===== config.mk =====
export PLATFORM = sky130hd
export DESIGN_NAME = dtp_timer_pair
export DESIGN_NICKNAME = d
export VERILOG_FILES = /design/src/hw/dtp_pkg.sv /design/src/hw/dtp_clk_div.sv /design/src/hw/dtp_timer_pair.sv
export VERILOG_INCLUDE_DIRS = /design/src /design/src/hw
export SDC_FILE = /design/constraint.sdc
export NUM_CORES = 1
export LEC_CHECK = 0
export BUFFER_PORTS_ARGS = -buffer_cell sky130_fd_sc_hd__clkbuf_2
export CAP_MARGIN = 10
export CORE_MARGIN = 1.5
export CORE_UTILIZATION = 53
export CTS_CLUSTER_DIAMETER = 120
export CTS_CLUSTER_SIZE = 25
export DETAILED_ROUTE_END_ITERATION = 10
export PLACE_DENSITY_LB_ADDON = 0.3
export SLEW_MARGIN = 20
export SYNTH_ARGS = -nofsm -noshare
export SYNTH_HDL_FRONTEND = slang
export SYNTH_SLANG_ARGS = --single-unit

===== constraint.sdc =====
create_clock -name pclk -period 2.4 [get_ports pclk]
set_input_delay 0.24 -clock pclk [delete_from_list [all_inputs] [get_ports pclk]]
set_output_delay 0.24 -clock pclk [all_outputs]
set_load 0.01 [all_outputs]

===== src/hw/dtp_defines.svh =====
// Offsets, field positions, codes and reset values of the timer pair.
// Assumes inclusion by bare name from every design file that needs it.
// Function
// - Counter A equals compare A raises irq A
// - Cascade: joint match raises irq B only
// - Counters reset to zero, read-only bytes
// - Compare registers have no reset value
// - Discrete A clears on stop, match, overflow
// - Discrete B clears on stop, match, overflow
// - Cascade clears both on stop, joint events
// - Carrier A clears on stop, match, overflow
// - Carrier B clears on compare B, B-high
// - PWM B clears on B-high match, overflow
// - PWM A clears on stop, match, overflow
// - Run bit 7: zero stops and clears
// - Clock select picks six count sources for A, three for B
// - Edge select: rising or both edges
// - Both edges only in PWM mode
// - Joint mode decoded from both controls
// - Cascade ignores run A, B drives A
// - Bit 0 enables the output of its own timer, A or B
// - Control register resets to zero
// - PWM A output toggles on match, overflow
// - Cascade run B starts, stops both
`ifndef DTP_DEFINES_SVH
`define DTP_DEFINES_SVH

`define DTP_ADDR_W      18
`define DTP_IDX_W       16
`define DTP_IDX_CMP_A   16'hFF40
`define DTP_IDX_CMP_B   16'hFF41
`define DTP_IDX_CMP_BH  16'hFF42
`define DTP_IDX_CNT_A   16'hFF43
`define DTP_IDX_CNT_B   16'hFF44
`define DTP_IDX_CTRL_A  16'hFF4D
`define DTP_IDX_CTRL_B  16'hFF4E

`define DTP_BIT_RUN     7
`define DTP_BIT_EDGE    6
`define DTP_CSEL_HI     5
`define DTP_CSEL_LO     3
`define DTP_MODE_HI     2
`define DTP_MODE_LO     1
`define DTP_BIT_OE      0

`define DTP_CTRL_RESET  8'h00
`define DTP_CNT_RESET   8'h00
`define DTP_CNT_MAX     8'hFF
`define DTP_WORD_ZERO   32'h0000_0000

`define DTP_CS_MAIN     3'h0
`define DTP_CS_DIV8     3'h1
`define DTP_CS_DIV128   3'h2
`define DTP_CS_SUB      3'h3
`define DTP_CS_BMATCH   3'h4
`define DTP_CS_BOUT     3'h5
`define DTP_CSB_MAIN    3'h0
`define DTP_CSB_DIV4    3'h1

`define DTP_JM_DISCRETE 4'h0
`define DTP_JM_CASCADE  4'h5
`define DTP_JM_CARRIER  4'h3
`define DTP_JM_ADIS_BPW 4'h2
`define DTP_JM_BOTH_PWM 4'hA
`define DTP_JM_APW_BDIS 4'h8

`define DTP_DIV_W       7
`define DTP_TAP_DIV4    1
`define DTP_TAP_DIV8    2
`define DTP_TAP_DIV128  6
`define DTP_NUM_TAPS    3

`endif


===== src/hw/dtp_pkg.sv =====
// Types shared by the timer pair modules.
// Assumes the defines header is compiled alongside.
package dtp_pkg;

  typedef enum logic [2:0] {
    DTP_DISCRETE     = 3'b000,
    DTP_CASCADE      = 3'b001,
    DTP_CARRIER      = 3'b010,
    DTP_A_DIS_B_PWM  = 3'b011,
    DTP_BOTH_PWM     = 3'b100,
    DTP_A_PWM_B_DIS  = 3'b101,
    DTP_PROHIBITED   = 3'b110
  } dtp_mode_type;

  // Index 0: main/4, 1: main/8, 2: main/128
  typedef struct packed {
    logic [2:0] rise;
    logic [2:0] fall;
  } dtp_edge_type;

endpackage


===== src/hw/dtp_clk_div.sv =====
// Free-running prescaler giving edge pulses of divided main clocks.
// Assumes pclk is the main clock; pulses last one pclk cycle.
`timescale 1ns/10ps
`default_nettype none
`include "dtp_defines.svh"

module dtp_clk_div (
  input  wire logic                pclk,
  input  wire logic                presetn,
  output dtp_pkg::dtp_edge_type    edges
);

  logic [`DTP_DIV_W-1:0]   div_reg;
  logic [`DTP_NUM_TAPS-1:0] rise_next;
  logic [`DTP_NUM_TAPS-1:0] fall_next;

  always_ff @(posedge pclk or negedge presetn) begin
    if (!presetn) begin
      div_reg <= '0;
    end else begin
      div_reg <= div_reg + 1'b1;
    end
  end

  genvar i;
  generate
    for (i = 0; i < `DTP_NUM_TAPS; i++) begin : g_tap
      localparam int TAP = (i == 0) ? `DTP_TAP_DIV4 :
                           (i == 1) ? `DTP_TAP_DIV8 : `DTP_TAP_DIV128;
      // Pulse in the cycle the tap bit flips, so level and pulse agree
      assign rise_next[i] = ~div_reg[TAP] & (&div_reg[TAP-1:0]);
      assign fall_next[i] = div_reg[TAP] & (&div_reg[TAP-1:0]);
    end
  endgenerate

  // One process owns the whole edge struct
  always_ff @(posedge pclk or negedge presetn) begin
    if (!presetn) begin
      edges <= '0;
    end else begin
      edges.rise <= rise_next;
      edges.fall <= fall_next;
    end
  end

endmodule // dtp_clk_div
`default_nettype wire


===== src/hw/dtp_timer_pair.sv =====
// Pair of 8-bit timers A and B with APB register access.
// Assumes an APB master on pclk; sub_clk and ext_count_in are synchronous.
//
// Chosen here: the APB slave port.
`timescale 1ns/10ps
`default_nettype none
`include "dtp_defines.svh"

module dtp_timer_pair (
  input  wire logic                    pclk,
  input  wire logic                    presetn,
  input  wire logic                    psel,
  input  wire logic                    penable,
  input  wire logic                    pwrite,
  input  wire logic [`DTP_ADDR_W-1:0]  paddr,
  input  wire logic [31:0]             pwdata,
  output logic      [31:0]             prdata,
  output logic                         pready,
  output logic                         pslverr,
  input  wire logic                    sub_clk,
  input  wire logic                    ext_count_in,
  output logic                         match_irq_a,
  output logic                         match_irq_b,
  output logic                         timer_a_out,
  output logic                         timer_b_out
);

  logic [7:0]             mode_ctrl_a_reg;
  logic [7:0]             mode_ctrl_b_reg;
  logic [7:0]             compare_a_reg;
  logic [7:0]             compare_b_reg;
  logic [7:0]             compare_b_high_reg;
  logic [7:0]             counter_a_reg;
  logic [7:0]             counter_b_reg;
  logic                   out_a_reg;
  logic                   out_b_reg;
  logic                   sub_prev_reg;
  logic                   ext_prev_reg;
  logic                   bout_prev_reg;
  dtp_pkg::dtp_edge_type  div_edges;
  dtp_pkg::dtp_mode_type  mode;
  logic [`DTP_IDX_W-1:0]  idx;
  logic                   aligned;
  logic                   mapped;
  logic [7:0]             rd_byte;
  logic                   wr_en;
  logic                   a_pwm;
  logic                   b_pwm;
  logic                   cascade;
  logic                   run_a;
  logic                   run_b;
  logic                   rise_a;
  logic                   fall_a;
  logic                   rise_b;
  logic                   tick_a;
  logic                   tick_b;
  logic                   eq_a;
  logic                   eq_b;
  logic                   eq_bh;
  logic                   max_a;
  logic                   max_b;
  logic                   match_a_evt;
  logic                   ovf_a_evt;
  logic                   clr_b_evt;
  logic                   match_b_evt;
  logic                   joint_evt;
  logic [2:0]             csel_a;
  logic [2:0]             csel_b;

  dtp_clk_div u_div (
    .pclk    (pclk),
    .presetn (presetn),
    .edges   (div_edges)
  );

  // APB slave: one wait-free access phase after every setup
  assign idx     = paddr[`DTP_ADDR_W-1:2];
  assign aligned = (paddr[1:0] == 2'h0);
  assign wr_en   = psel & penable & pready & pwrite & mapped;

  always_comb begin
    mapped  = aligned;
    rd_byte = 8'h00;
    case (idx)
      `DTP_IDX_CMP_A:  rd_byte = compare_a_reg;
      `DTP_IDX_CMP_B:  rd_byte = compare_b_reg;
      `DTP_IDX_CMP_BH: rd_byte = compare_b_high_reg;
      `DTP_IDX_CNT_A:  rd_byte = counter_a_reg;
      `DTP_IDX_CNT_B:  rd_byte = counter_b_reg;
      `DTP_IDX_CTRL_A: rd_byte = mode_ctrl_a_reg;
      `DTP_IDX_CTRL_B: rd_byte = mode_ctrl_b_reg;
      default:         mapped  = 1'b0;
    endcase
  end

  always_ff @(posedge pclk or negedge presetn) begin
    if (!presetn) begin
      pready  <= 1'b0;
      pslverr <= 1'b0;
      prdata  <= `DTP_WORD_ZERO;
    end else begin
      pready  <= psel & ~penable;
      pslverr <= psel & ~penable & ~mapped;
      if (psel & ~penable) begin
        prdata <= mapped ? {24'h000000, rd_byte} : `DTP_WORD_ZERO;
      end
    end
  end

  always_ff @(posedge pclk or negedge presetn) begin
    if (!presetn) begin
      mode_ctrl_a_reg <= `DTP_CTRL_RESET;
      mode_ctrl_b_reg <= `DTP_CTRL_RESET;
    end else if (wr_en) begin
      if (idx == `DTP_IDX_CTRL_A) mode_ctrl_a_reg <= pwdata[7:0];
      if (idx == `DTP_IDX_CTRL_B) mode_ctrl_b_reg <= pwdata[7:0];
    end
  end

  // No reset: software loads them before use
  always_ff @(posedge pclk) begin
    if (wr_en && idx == `DTP_IDX_CMP_A)  compare_a_reg      <= pwdata[7:0];
    if (wr_en && idx == `DTP_IDX_CMP_B)  compare_b_reg      <= pwdata[7:0];
    if (wr_en && idx == `DTP_IDX_CMP_BH) compare_b_high_reg <= pwdata[7:0];
  end

  // Joint mode
  always_comb begin
    case ({mode_ctrl_a_reg[`DTP_MODE_HI:`DTP_MODE_LO],
           mode_ctrl_b_reg[`DTP_MODE_HI:`DTP_MODE_LO]})
      `DTP_JM_DISCRETE: mode = dtp_pkg::DTP_DISCRETE;
      `DTP_JM_CASCADE:  mode = dtp_pkg::DTP_CASCADE;
      `DTP_JM_CARRIER:  mode = dtp_pkg::DTP_CARRIER;
      `DTP_JM_ADIS_BPW: mode = dtp_pkg::DTP_A_DIS_B_PWM;
      `DTP_JM_BOTH_PWM: mode = dtp_pkg::DTP_BOTH_PWM;
      `DTP_JM_APW_BDIS: mode = dtp_pkg::DTP_A_PWM_B_DIS;
      default:          mode = dtp_pkg::DTP_PROHIBITED;
    endcase
  end

  assign cascade = (mode == dtp_pkg::DTP_CASCADE);
  assign a_pwm   = (mode == dtp_pkg::DTP_BOTH_PWM) ||
                   (mode == dtp_pkg::DTP_A_PWM_B_DIS);
  assign b_pwm   = (mode == dtp_pkg::DTP_BOTH_PWM) ||
                   (mode == dtp_pkg::DTP_A_DIS_B_PWM);
  assign run_b   = mode_ctrl_b_reg[`DTP_BIT_RUN];
  // Run A is ignored in cascade; run B governs both
  assign run_a   = cascade ? run_b : mode_ctrl_a_reg[`DTP_BIT_RUN];
  assign csel_a  = mode_ctrl_a_reg[`DTP_CSEL_HI:`DTP_CSEL_LO];
  assign csel_b  = mode_ctrl_b_reg[`DTP_CSEL_HI:`DTP_CSEL_LO];

  always_ff @(posedge pclk or negedge presetn) begin
    if (!presetn) begin
      sub_prev_reg  <= 1'b0;
      ext_prev_reg  <= 1'b0;
      bout_prev_reg <= 1'b0;
    end else begin
      sub_prev_reg  <= sub_clk;
      ext_prev_reg  <= ext_count_in;
      bout_prev_reg <= out_b_reg;
    end
  end

  // Timer B source; main clock has no falling edge inside pclk
  always_comb begin
    case (csel_b)
      `DTP_CSB_MAIN: rise_b = 1'b1;
      `DTP_CSB_DIV4: rise_b = div_edges.rise[0];
      default:       rise_b = ext_count_in & ~ext_prev_reg;
    endcase
  end

  assign tick_b = run_b & rise_b & (mode != dtp_pkg::DTP_PROHIBITED);
  assign eq_b   = (counter_b_reg == compare_b_reg);
  assign eq_bh  = (counter_b_reg == compare_b_high_reg);
  assign max_b  = (counter_b_reg == `DTP_CNT_MAX);
  assign eq_a   = (counter_a_reg == compare_a_reg);
  assign max_a  = (counter_a_reg == `DTP_CNT_MAX);
  assign joint_evt = cascade & tick_b & ((eq_a & eq_b) | (max_a & max_b));

  // Timer A source
  always_comb begin
    case (csel_a)
      `DTP_CS_MAIN: begin
        rise_a = 1'b1;
        fall_a = 1'b0;
      end
      `DTP_CS_DIV8: begin
        rise_a = div_edges.rise[1];
        fall_a = div_edges.fall[1];
      end
      `DTP_CS_DIV128: begin
        rise_a = div_edges.rise[2];
        fall_a = div_edges.fall[2];
      end
      `DTP_CS_SUB: begin
        rise_a = sub_clk & ~sub_prev_reg;
        fall_a = ~sub_clk & sub_prev_reg;
      end
      `DTP_CS_BMATCH: begin
        rise_a = match_b_evt;
        fall_a = 1'b0;
      end
      `DTP_CS_BOUT: begin
        rise_a = out_b_reg & ~bout_prev_reg;
        fall_a = ~out_b_reg & bout_prev_reg;
      end
      default: begin
        rise_a = 1'b0;
        fall_a = 1'b0;
      end
    endcase
  end

  always_comb begin
    if (cascade) begin
      // Carry out of B is A's count clock
      tick_a = tick_b & max_b & ~joint_evt;
    end else begin
      tick_a = run_a & (mode != dtp_pkg::DTP_PROHIBITED) &
               (rise_a | (fall_a & a_pwm &
                mode_ctrl_a_reg[`DTP_BIT_EDGE]));
    end
  end

  assign match_a_evt = ~cascade & tick_a & eq_a;
  assign ovf_a_evt   = ~cascade & tick_a & max_a & ~eq_a;

  always_comb begin
    case (mode)
      dtp_pkg::DTP_CASCADE: begin
        clr_b_evt   = joint_evt;
        match_b_evt = tick_b & eq_a & eq_b;
      end
      dtp_pkg::DTP_CARRIER: begin
        clr_b_evt   = tick_b & (eq_b | eq_bh);
        match_b_evt = tick_b & eq_b;
      end
      dtp_pkg::DTP_BOTH_PWM, dtp_pkg::DTP_A_DIS_B_PWM: begin
        clr_b_evt   = tick_b & (eq_bh | max_b);
        match_b_evt = tick_b & eq_b;
      end
      default: begin
        clr_b_evt   = tick_b & (eq_b | max_b);
        match_b_evt = tick_b & eq_b;
      end
    endcase
  end

  // Counter A: wrap at FFH equals overflow clear in 8 bits
  always_ff @(posedge pclk or negedge presetn) begin
    if (!presetn) begin
      counter_a_reg <= `DTP_CNT_RESET;
    end else if (!run_a) begin
      counter_a_reg <= `DTP_CNT_RESET;
    end else if (joint_evt || match_a_evt) begin
      counter_a_reg <= `DTP_CNT_RESET;
    end else if (tick_a) begin
      counter_a_reg <= counter_a_reg + 8'h01;
    end
  end

  always_ff @(posedge pclk or negedge presetn) begin
    if (!presetn) begin
      counter_b_reg <= `DTP_CNT_RESET;
    end else if (!run_b) begin
      counter_b_reg <= `DTP_CNT_RESET;
    end else if (clr_b_evt) begin
      counter_b_reg <= `DTP_CNT_RESET;
    end else if (tick_b) begin
      counter_b_reg <= counter_b_reg + 8'h01;
    end
  end

  // Output waveforms
  always_ff @(posedge pclk or negedge presetn) begin
    if (!presetn) begin
      out_a_reg <= 1'b0;
    end else if (!run_a) begin
      out_a_reg <= 1'b0;
    end else if (match_a_evt || (a_pwm && ovf_a_evt)) begin
      out_a_reg <= ~out_a_reg;
    end
  end

  always_ff @(posedge pclk or negedge presetn) begin
    if (!presetn) begin
      out_b_reg <= 1'b0;
    end else if (!run_b) begin
      out_b_reg <= 1'b0;
    end else if (b_pwm) begin
      // Low until compare B, high until the B-high match ends the period
      if (clr_b_evt) out_b_reg <= 1'b0;
      else if (match_b_evt) out_b_reg <= 1'b1;
    end else if (cascade ? joint_evt : clr_b_evt & ~max_b) begin
      out_b_reg <= ~out_b_reg;
    end
  end

  always_ff @(posedge pclk or negedge presetn) begin
    if (!presetn) begin
      match_irq_a <= 1'b0;
      match_irq_b <= 1'b0;
      timer_a_out <= 1'b0;
      timer_b_out <= 1'b0;
    end else begin
      match_irq_a <= match_a_evt;
      match_irq_b <= match_b_evt;
      timer_a_out <= out_a_reg & mode_ctrl_a_reg[`DTP_BIT_OE];
      timer_b_out <= out_b_reg & mode_ctrl_b_reg[`DTP_BIT_OE];
    end
  end
endmodule // dtp_timer_pair
`default_nettype wire


==> impl_results.md, run 1 <==
* Worst-Margin Slew at 0.693 ns
* Starting density of the core at 54.6%
* GP Congestion at 0.899
* Hold Path End: compare_b_reg[2]$_DFFE_PP_
* Fin. max-slew vios at 0
* I/O pin count at 95
* Reg-to-reg endpoint: counter_a_reg[1]$_DFFE_PN0P_
* First-pass DRT Iterations at 5
* Final min period at 2.27 ns
* DR vias/cell at 5.75
* Setup crit end kind: flop
* Via count at 3745
* WL/cell at 17.4 um
* Final WS setup at 0.132 ns
* Status: finished, final reports clean
* Post-DP HPWL at 8860 um
* Post-layout util at 66.6%
* Hold WS at 0.131 ns
* Power per cell area at 463 nW/um^2
* Total power at 2.68 mW
* Commonest non-fill, non-tap cells in the layout: 61 x dfrtp_1, 54 x buf_4, 45 x clkbuf_2
* Most common cell after layout, fill and taps aside: dfrtp_1
* Post-route DRC at 0
* Slew headroom at 53.8%
* Cell area after synthesis at 4740 um^2
* Syn Inst Count at 438
* Synth unique cells at 61
* CTS H-Tree Depth at 3
* Synth Area per Inst at 10.8 um^2
* Clock slew at reported path FFs at 0.10 ns
* Die area at 9520 um^2
* Period utilisation layout at 94.5%
* Critical Path, Cell by Cell: or4b_1, o211a_1, o21ai_1, buf_4, nor3_1, o21ai_2, buf_4, nand3_1, o21ai_0
* Critical setup path kind: flop to flop
* First-pass GRT wire length at 18600 um
* Core area at 8680 um^2
* Reg-to-reg startpoint: mode_ctrl_b_reg[5]$_DFFE_PN0P_
* Worst VDD drop at 0.367 mV
* Ys flop type: dfrtp_1
* Synth Warn # at 0
* Pleak at 2.65 nW
* Largest net degree at the start of global routing at 37
* Fin cells at 651
* Worst Path Arrival at 2.55 ns
* Most frequent cell on the critical path: buf_4
* Post-place instance area at 5450 um^2
* Post-synth EDFFs at 24
* Reg2reg path depth at 9
* Hold depth at 1
* Crit path max-delay family: compound AO/OA/AOI/OAI gates
* Sequential fraction of the synthesis area at 48.4%
* Final wirelength at 11300 um
* # rows at 34
* Final setup violation count at 0
* Post-route cell area at 5780 um^2
* Chip height at 97.6 um
* Setup TNS at 0 ns
* TritonCTS clock tree: built
* Starting DRT DRC Count at 239
* Clock Skews at 0.0121 ns
* Clock latency on the worst-skew pair at 0.37 ns
* Final Hold Violating Endpoints at 0
* Tightest Hold Check Type: input pin to flop
* Port bufs at 46
* Vias in the first global route at 3779
* Placed Cells at 630
* Crit path launch type: flop
* CP max-delay cell: or4b_1
* Initial antenna violation count at 0
* Sink Count at 87
* Post-route ant nets at 0
* Clk buf depth at 2
* Worst Path Buf+Inv at 2
* Hold_sp: pwdata[2]
* GRT Util Overall at 25.0%
* Final net count at 601
* Share of cells above drive strength 1 at 33.5%
* Ys async rst share at 72.4%
* Synthesized flop and latch total at 87
* Crit path largest cell delay at 0.52 ns
* # diodes at 0
* Root Buffer: clkbuf_8
* Syn-to-layout area delta at 22.0%
* Global route overflow at 0
* FMAX at 441 MHz
* Maxcap violations at 0
* Post-Place Setup Slack at -0.0554 ns
* Critical Path RT at 2.69 ns
* Flop2flop setup slack at 0.13 ns
* TritonCTS Buffers at 9
* CP max FO at 8
* DIE WIDTH at 97.6 um
## synthesized netlist by cell type, drive strengths merged, types with 7 or more instances
cell	n	area share, %
a22oi	7	1.1
nor3	10	1.5
nor4	10	1.8
a21oi	10	1.1
nand2	40	3.2
mux2	31	8.0
nand2b	7	0.92
dfrtp	63	33
and3	8	1.1
nand3	9	1.2
o21ai	33	3.6
nand4	7	0.92
buf	36	5.3
nor2	13	1.0
xor2	26	4.8
inv	17	1.3
a221oi	10	2.0
edfxtp	24	15
## layout make-up
| type | instances | area, um^2 |
|---|---|---|
| well taps | 108 | 135 |
| clock inverters | 6 | 57.6 |
| flip-flops and latches | 87 | 2300 |
| multi-input cells | 315 | 2320 |
| fillers | 690 | 2900 |
| clock buffers | 10 | 138 |
| inverters | 17 | 63.8 |
| repair buffers | 108 | 766 |
## metal layers
metal,routed length [um],track usage (%),vias up
met1,4730,31.5,1824
li1,-,-,1740
met5,0,0,-
met2,5450,40.5,146
met3,697,5.76,35
met4,448,12.4,0
## worst max-delay path by stage
stage | from | end | slack (ns) | cells past startpoint
6_report | mode_ctrl_b_reg[5]$_DFFE_PN0P_ | counter_a_reg[1]$_DFFE_PN0P_ | 0.13 | 9
5_1_grt | mode_ctrl_b_reg[5]$_DFFE_PN0P_ | counter_a_reg[2]$_DFFE_PN0P_ | -0.0003 | 9
4_1_cts | counter_a_reg[3]$_DFFE_PN0P_ | counter_a_reg[5]$_DFFE_PN0P_ | 0.06 | 7
3_5_place_dp | mode_ctrl_b_reg[5]$_DFFE_PN0P_ | counter_a_reg[1]$_DFFE_PN0P_ | -0.06 | 7
3_3_place_gp | counter_b_reg[1]$_DFFE_PN0P_ | counter_b_reg[5]$_DFFE_PN0P_ | 0.02 | 9
2_1_floorplan | paddr[7] | compare_a_reg[0]$_DFFE_PP_ | -0.04 | 6
## power breakdown
group	leakage, nW	switching (mW)	internal [mW]
clock	0.102	0.579	0.432
combinational	1.47	0.0933	0.0485
sequential	1.07	0.00127	1.52
## timing repair
action	CTS	global route
hold buffers	3	0
setup buffers	0	2
pin swaps	0	4
setup endpoints to repair	8	16
gates resized for setup	3	15
gates cloned	0	0
hold endpoints to repair	29	0
## cell families (layout without fill, tap and decap cells)
logic type,Yosys count,count (layout),synth area share (%)
buf+inv,59,141,7.15
fa+ha+maj,6,6,1.58
xor+xnor,30,30,5.54
simple gates,136,136,16.5
flops,87,87,48.4
compound gates,87,87,12.5
other cells,1,24,0.0791
mux,32,32,8.21
## worst register-to-register path: stages (launching register included)
cell and delay, ns:
dfrtp_1 0.41, or4b_1 0.52, o211a_1 0.21, o21ai_1 0.16, buf_4 0.18, nor3_1 0.06, o21ai_2 0.19, buf_4 0.20
nand3_1 0.09, o21ai_0 0.17
(Power assumes the default switching activity.)
==> run 2, diff against run 1 <==
clock period = 2.25 ns   (was 2.4 ns; I/O delays follow)
==> run 2 against run 1 <==
Against the previous run: the flow now finishes with violations (negative setup slack); highest routed layer unchanged; clock-buffer cell count rose by 1; utilization grew 2.5 points; combinational power increased by 8%; hold slack improved by 0.0085 ns; first-iteration DRC count rose by 39%; critical path type unchanged.
==> impl_results.md, run 2 (same netlist as run 1, synthesis figures left out) <==
* CTS H-Tree Depth at 3 (unchanged)
* Critical setup path kind: flop to flop (unchanged)
* Worst Path Buf+Inv at 3 (was 2)
* Post-layout util at 69.1% (was 66.6%)
* Syn-to-layout area delta at 26.5% (was 22.0%)
* Post-DP HPWL at 9030 um (was 8860 um)
* Reg-to-reg startpoint: compare_b_reg[2]$_DFFE_PP_ (was mode_ctrl_b_reg[5]$_DFFE_PN0P_)
* Core area at 8680 um^2 (unchanged)
* RSZ-0062 raised after global routing: true
* Final net count at 615 (was 601)
* Global route overflow at 0 (unchanged)
* Crit path max-delay family: buffers and inverters (was compound AO/OA/AOI/OAI gates)
* # diodes at 0 (unchanged)
* Most frequent cell on the critical path: buf_4 (unchanged)
* Worst VDD drop at 0.404 mV (was 0.367 mV)
* Die area at 9520 um^2 (unchanged)
* Hold_sp: pwdata[2] (unchanged)
* Reg2reg path depth at 10 (was 9)
* Crit path largest cell delay at 0.42 ns (was 0.52 ns)
* DIE WIDTH at 97.6 um (unchanged)
* FMAX at 443 MHz (was 441 MHz)
* Reg-to-reg endpoint: counter_a_reg[6]$_DFFE_PN0P_ (was counter_a_reg[1]$_DFFE_PN0P_)
* Slew headroom at 63.5% (was 53.8%)
* Largest net degree at the start of global routing at 38 (was 37)
* Setup TNS at -0.00865 ns (was 0 ns)
* First-pass GRT wire length at 19200 um (was 18600 um)
* Period utilisation layout at 100% (was 94.5%)
* DR vias/cell at 5.75 (about the same)
* Via count at 3827 (was 3745)
* Clock Skews at 0.0114 ns (was 0.0121 ns)
* CP max FO at 9 (was 8)
* TritonCTS Buffers at 9 (unchanged)
* Critical Path RT at 2.48 ns (was 2.69 ns)
* TritonCTS clock tree: built (unchanged)
* Worst-Margin Slew at 0.546 ns (was 0.693 ns)
* Crit path launch type: flop (unchanged)
* Post-route ant nets at 0 (unchanged)
* First-pass DRT Iterations at 5 (unchanged)
* Layout fillers at 638 (was 690)
* Setup crit end kind: flop (unchanged)
* Hold Path End: compare_b_reg[2]$_DFFE_PP_ (unchanged)
* Sink Count at 87 (unchanged)
* Critical Path, Cell by Cell: xor2_1, nor4_1, buf_4, nand4_1, buf_4, a31oi_4, a221oi_4, buf_12, a32oi_2, o21ai_1 (was or4b_1, o211a_1, o21ai_1, buf_4, nor3_1, o21ai_2, buf_4, nand3_1, o21ai_0)
* Final wirelength at 12100 um (was 11300 um)
* Maxcap violations at 0 (unchanged)
* Hold depth at 1 (unchanged)
* Root Buffer: clkbuf_8 (unchanged)
* Final setup violation count at 2 (was 0)
* Initial antenna violation count at 0 (unchanged)
* Most common cell after layout, fill and taps aside: buf_4 (was dfrtp_1)
* Failing checks: negative setup slack
* CP max-delay cell: edfxtp_1 (was or4b_1)
* Tightest Hold Check Type: input pin to flop (unchanged)
* Port bufs at 46 (unchanged)
* Flop2flop setup slack at -0.008 ns (was 0.13 ns)
* GRT Util Overall at 25.8% (was 25.0%)
* Chip height at 97.6 um (unchanged)
* Worst Path Arrival at 2.49 ns (was 2.55 ns)
* Power per cell area at 480 nW/um^2 (was 463 nW/um^2)
* I/O pin count at 95 (unchanged)
* Multi-input gate area at 2390 um^2 (was 2320 um^2)
* Starting density of the core at 54.6% (unchanged)
* Starting DRT DRC Count at 332 (was 239)
* Final Hold Violating Endpoints at 0 (unchanged)
* Final WS setup at -0.00834 ns (was 0.132 ns)
* Clock latency on the worst-skew pair at 0.36 ns (was 0.37 ns)
* Post-route DRC at 0 (unchanged)
* Pleak at 2.73 nW (was 2.65 nW)
* Status: finished with violations (was finished, final reports clean)
* GP Congestion at 0.917 (was 0.899)
* Clk buf depth at 2 (unchanged)
* Sequential cell area at 2310 um^2 (was 2300 um^2)
* Share of cells above drive strength 1 at 38.6% (was 33.5%)
* Vias in the first global route at 3841 (was 3779)
* Final min period at 2.26 ns (was 2.27 ns)
* Clock slew at reported path FFs at 0.09 ns (was 0.10 ns)
* Commonest non-fill, non-tap cells in the layout: 64 x buf_4, 55 x dfrtp_1, 45 x clkbuf_2 (was 61 x dfrtp_1, 54 x buf_4, 45 x clkbuf_2)
* # rows at 34 (unchanged)
* WL/cell at 18.2 um (was 17.4 um)
* Fin. max-slew vios at 0 (unchanged)
run 2: metrics by stage:
stage	cell area [um^2]	hold slack (ns)	std cells	power, mW	setup WS [ns]
after global placement	5500	0.255	636	1.80	-0.122
after CTS	5830	0.127	658	2.90	0.00205
final	6000	0.140	665	2.88	-0.00834
after floorplan	4880	-0.0706	461	1.75	-0.171
after detailed placement	5500	0.254	636	1.81	-0.171
after global routing	6000	0.142	665	2.98	-0.0720
run 2: worst register-to-register path: stages, from the launching register on:
cell and delay [ns]:
edfxtp_1 0.42, xor2_1 0.18, nor4_1 0.32, buf_4 0.20
nand4_1 0.17, buf_4 0.19, a31oi_4 0.18, a221oi_4 0.06
buf_12 0.16, a32oi_2 0.16, o21ai_1 0.10
run 2: per-layer routing:
metal,track usage [%],part of all wire (%)
met3,4.75,5.2
met4,9.78,1.6
met5,0,0
met2,43.6,51
met1,32.9,42
run 2: power breakdown:
group	internal (mW)	switching [mW]	leakage, nW
clock	0.517	0.585	0.108
sequential	1.63	0.00127	1.06
combinational	0.0518	0.102	1.56
run 2: timing repair:
action,in CTS,in global routing
endpoints found under the hold margin,65,0
pin swaps,0,13
gates resized for setup,12,32
hold buffers,3,0
setup buffers,3,8
endpoints found under the setup margin,12,14
run 2: area by class of cell:
class                           count  share of cell area [%]
Clock inverter                      5                   0.730
Inverter                           17                    1.06
Sequential cell                    87                    38.4
Multi-Input combinational cell    315                    39.9
Clock buffer                       11                    2.71
Tap cell                          108                    2.25
Timing Repair Buffer              122                    14.9
run 2: worst max-delay path by stage:
| stage | start | to | slack [ns] | cells past startpoint |
|---|---|---|---|---|
| 3_3_place_gp | paddr[7] | compare_b_high_reg[1]$_DFFE_PP_ | -0.12 | 6 |
| 5_1_grt | mode_ctrl_a_reg[1]$_DFFE_PN0P_ | counter_a_reg[6]$_DFFE_PN0P_ | -0.07 | 8 |
| 2_1_floorplan | paddr[7] | compare_a_reg[0]$_DFFE_PP_ | -0.17 | 6 |
| 4_1_cts | counter_b_reg[2]$_DFFE_PN0P_ | counter_b_reg[5]$_DFFE_PN0P_ | 0.002 | 9 |
| 6_report | compare_b_reg[2]$_DFFE_PP_ | counter_a_reg[6]$_DFFE_PN0P_ | -0.008 | 10 |
| 3_5_place_dp | paddr[7] | prdata[5]$_DFFE_PN0P_ | -0.17 | 8 |
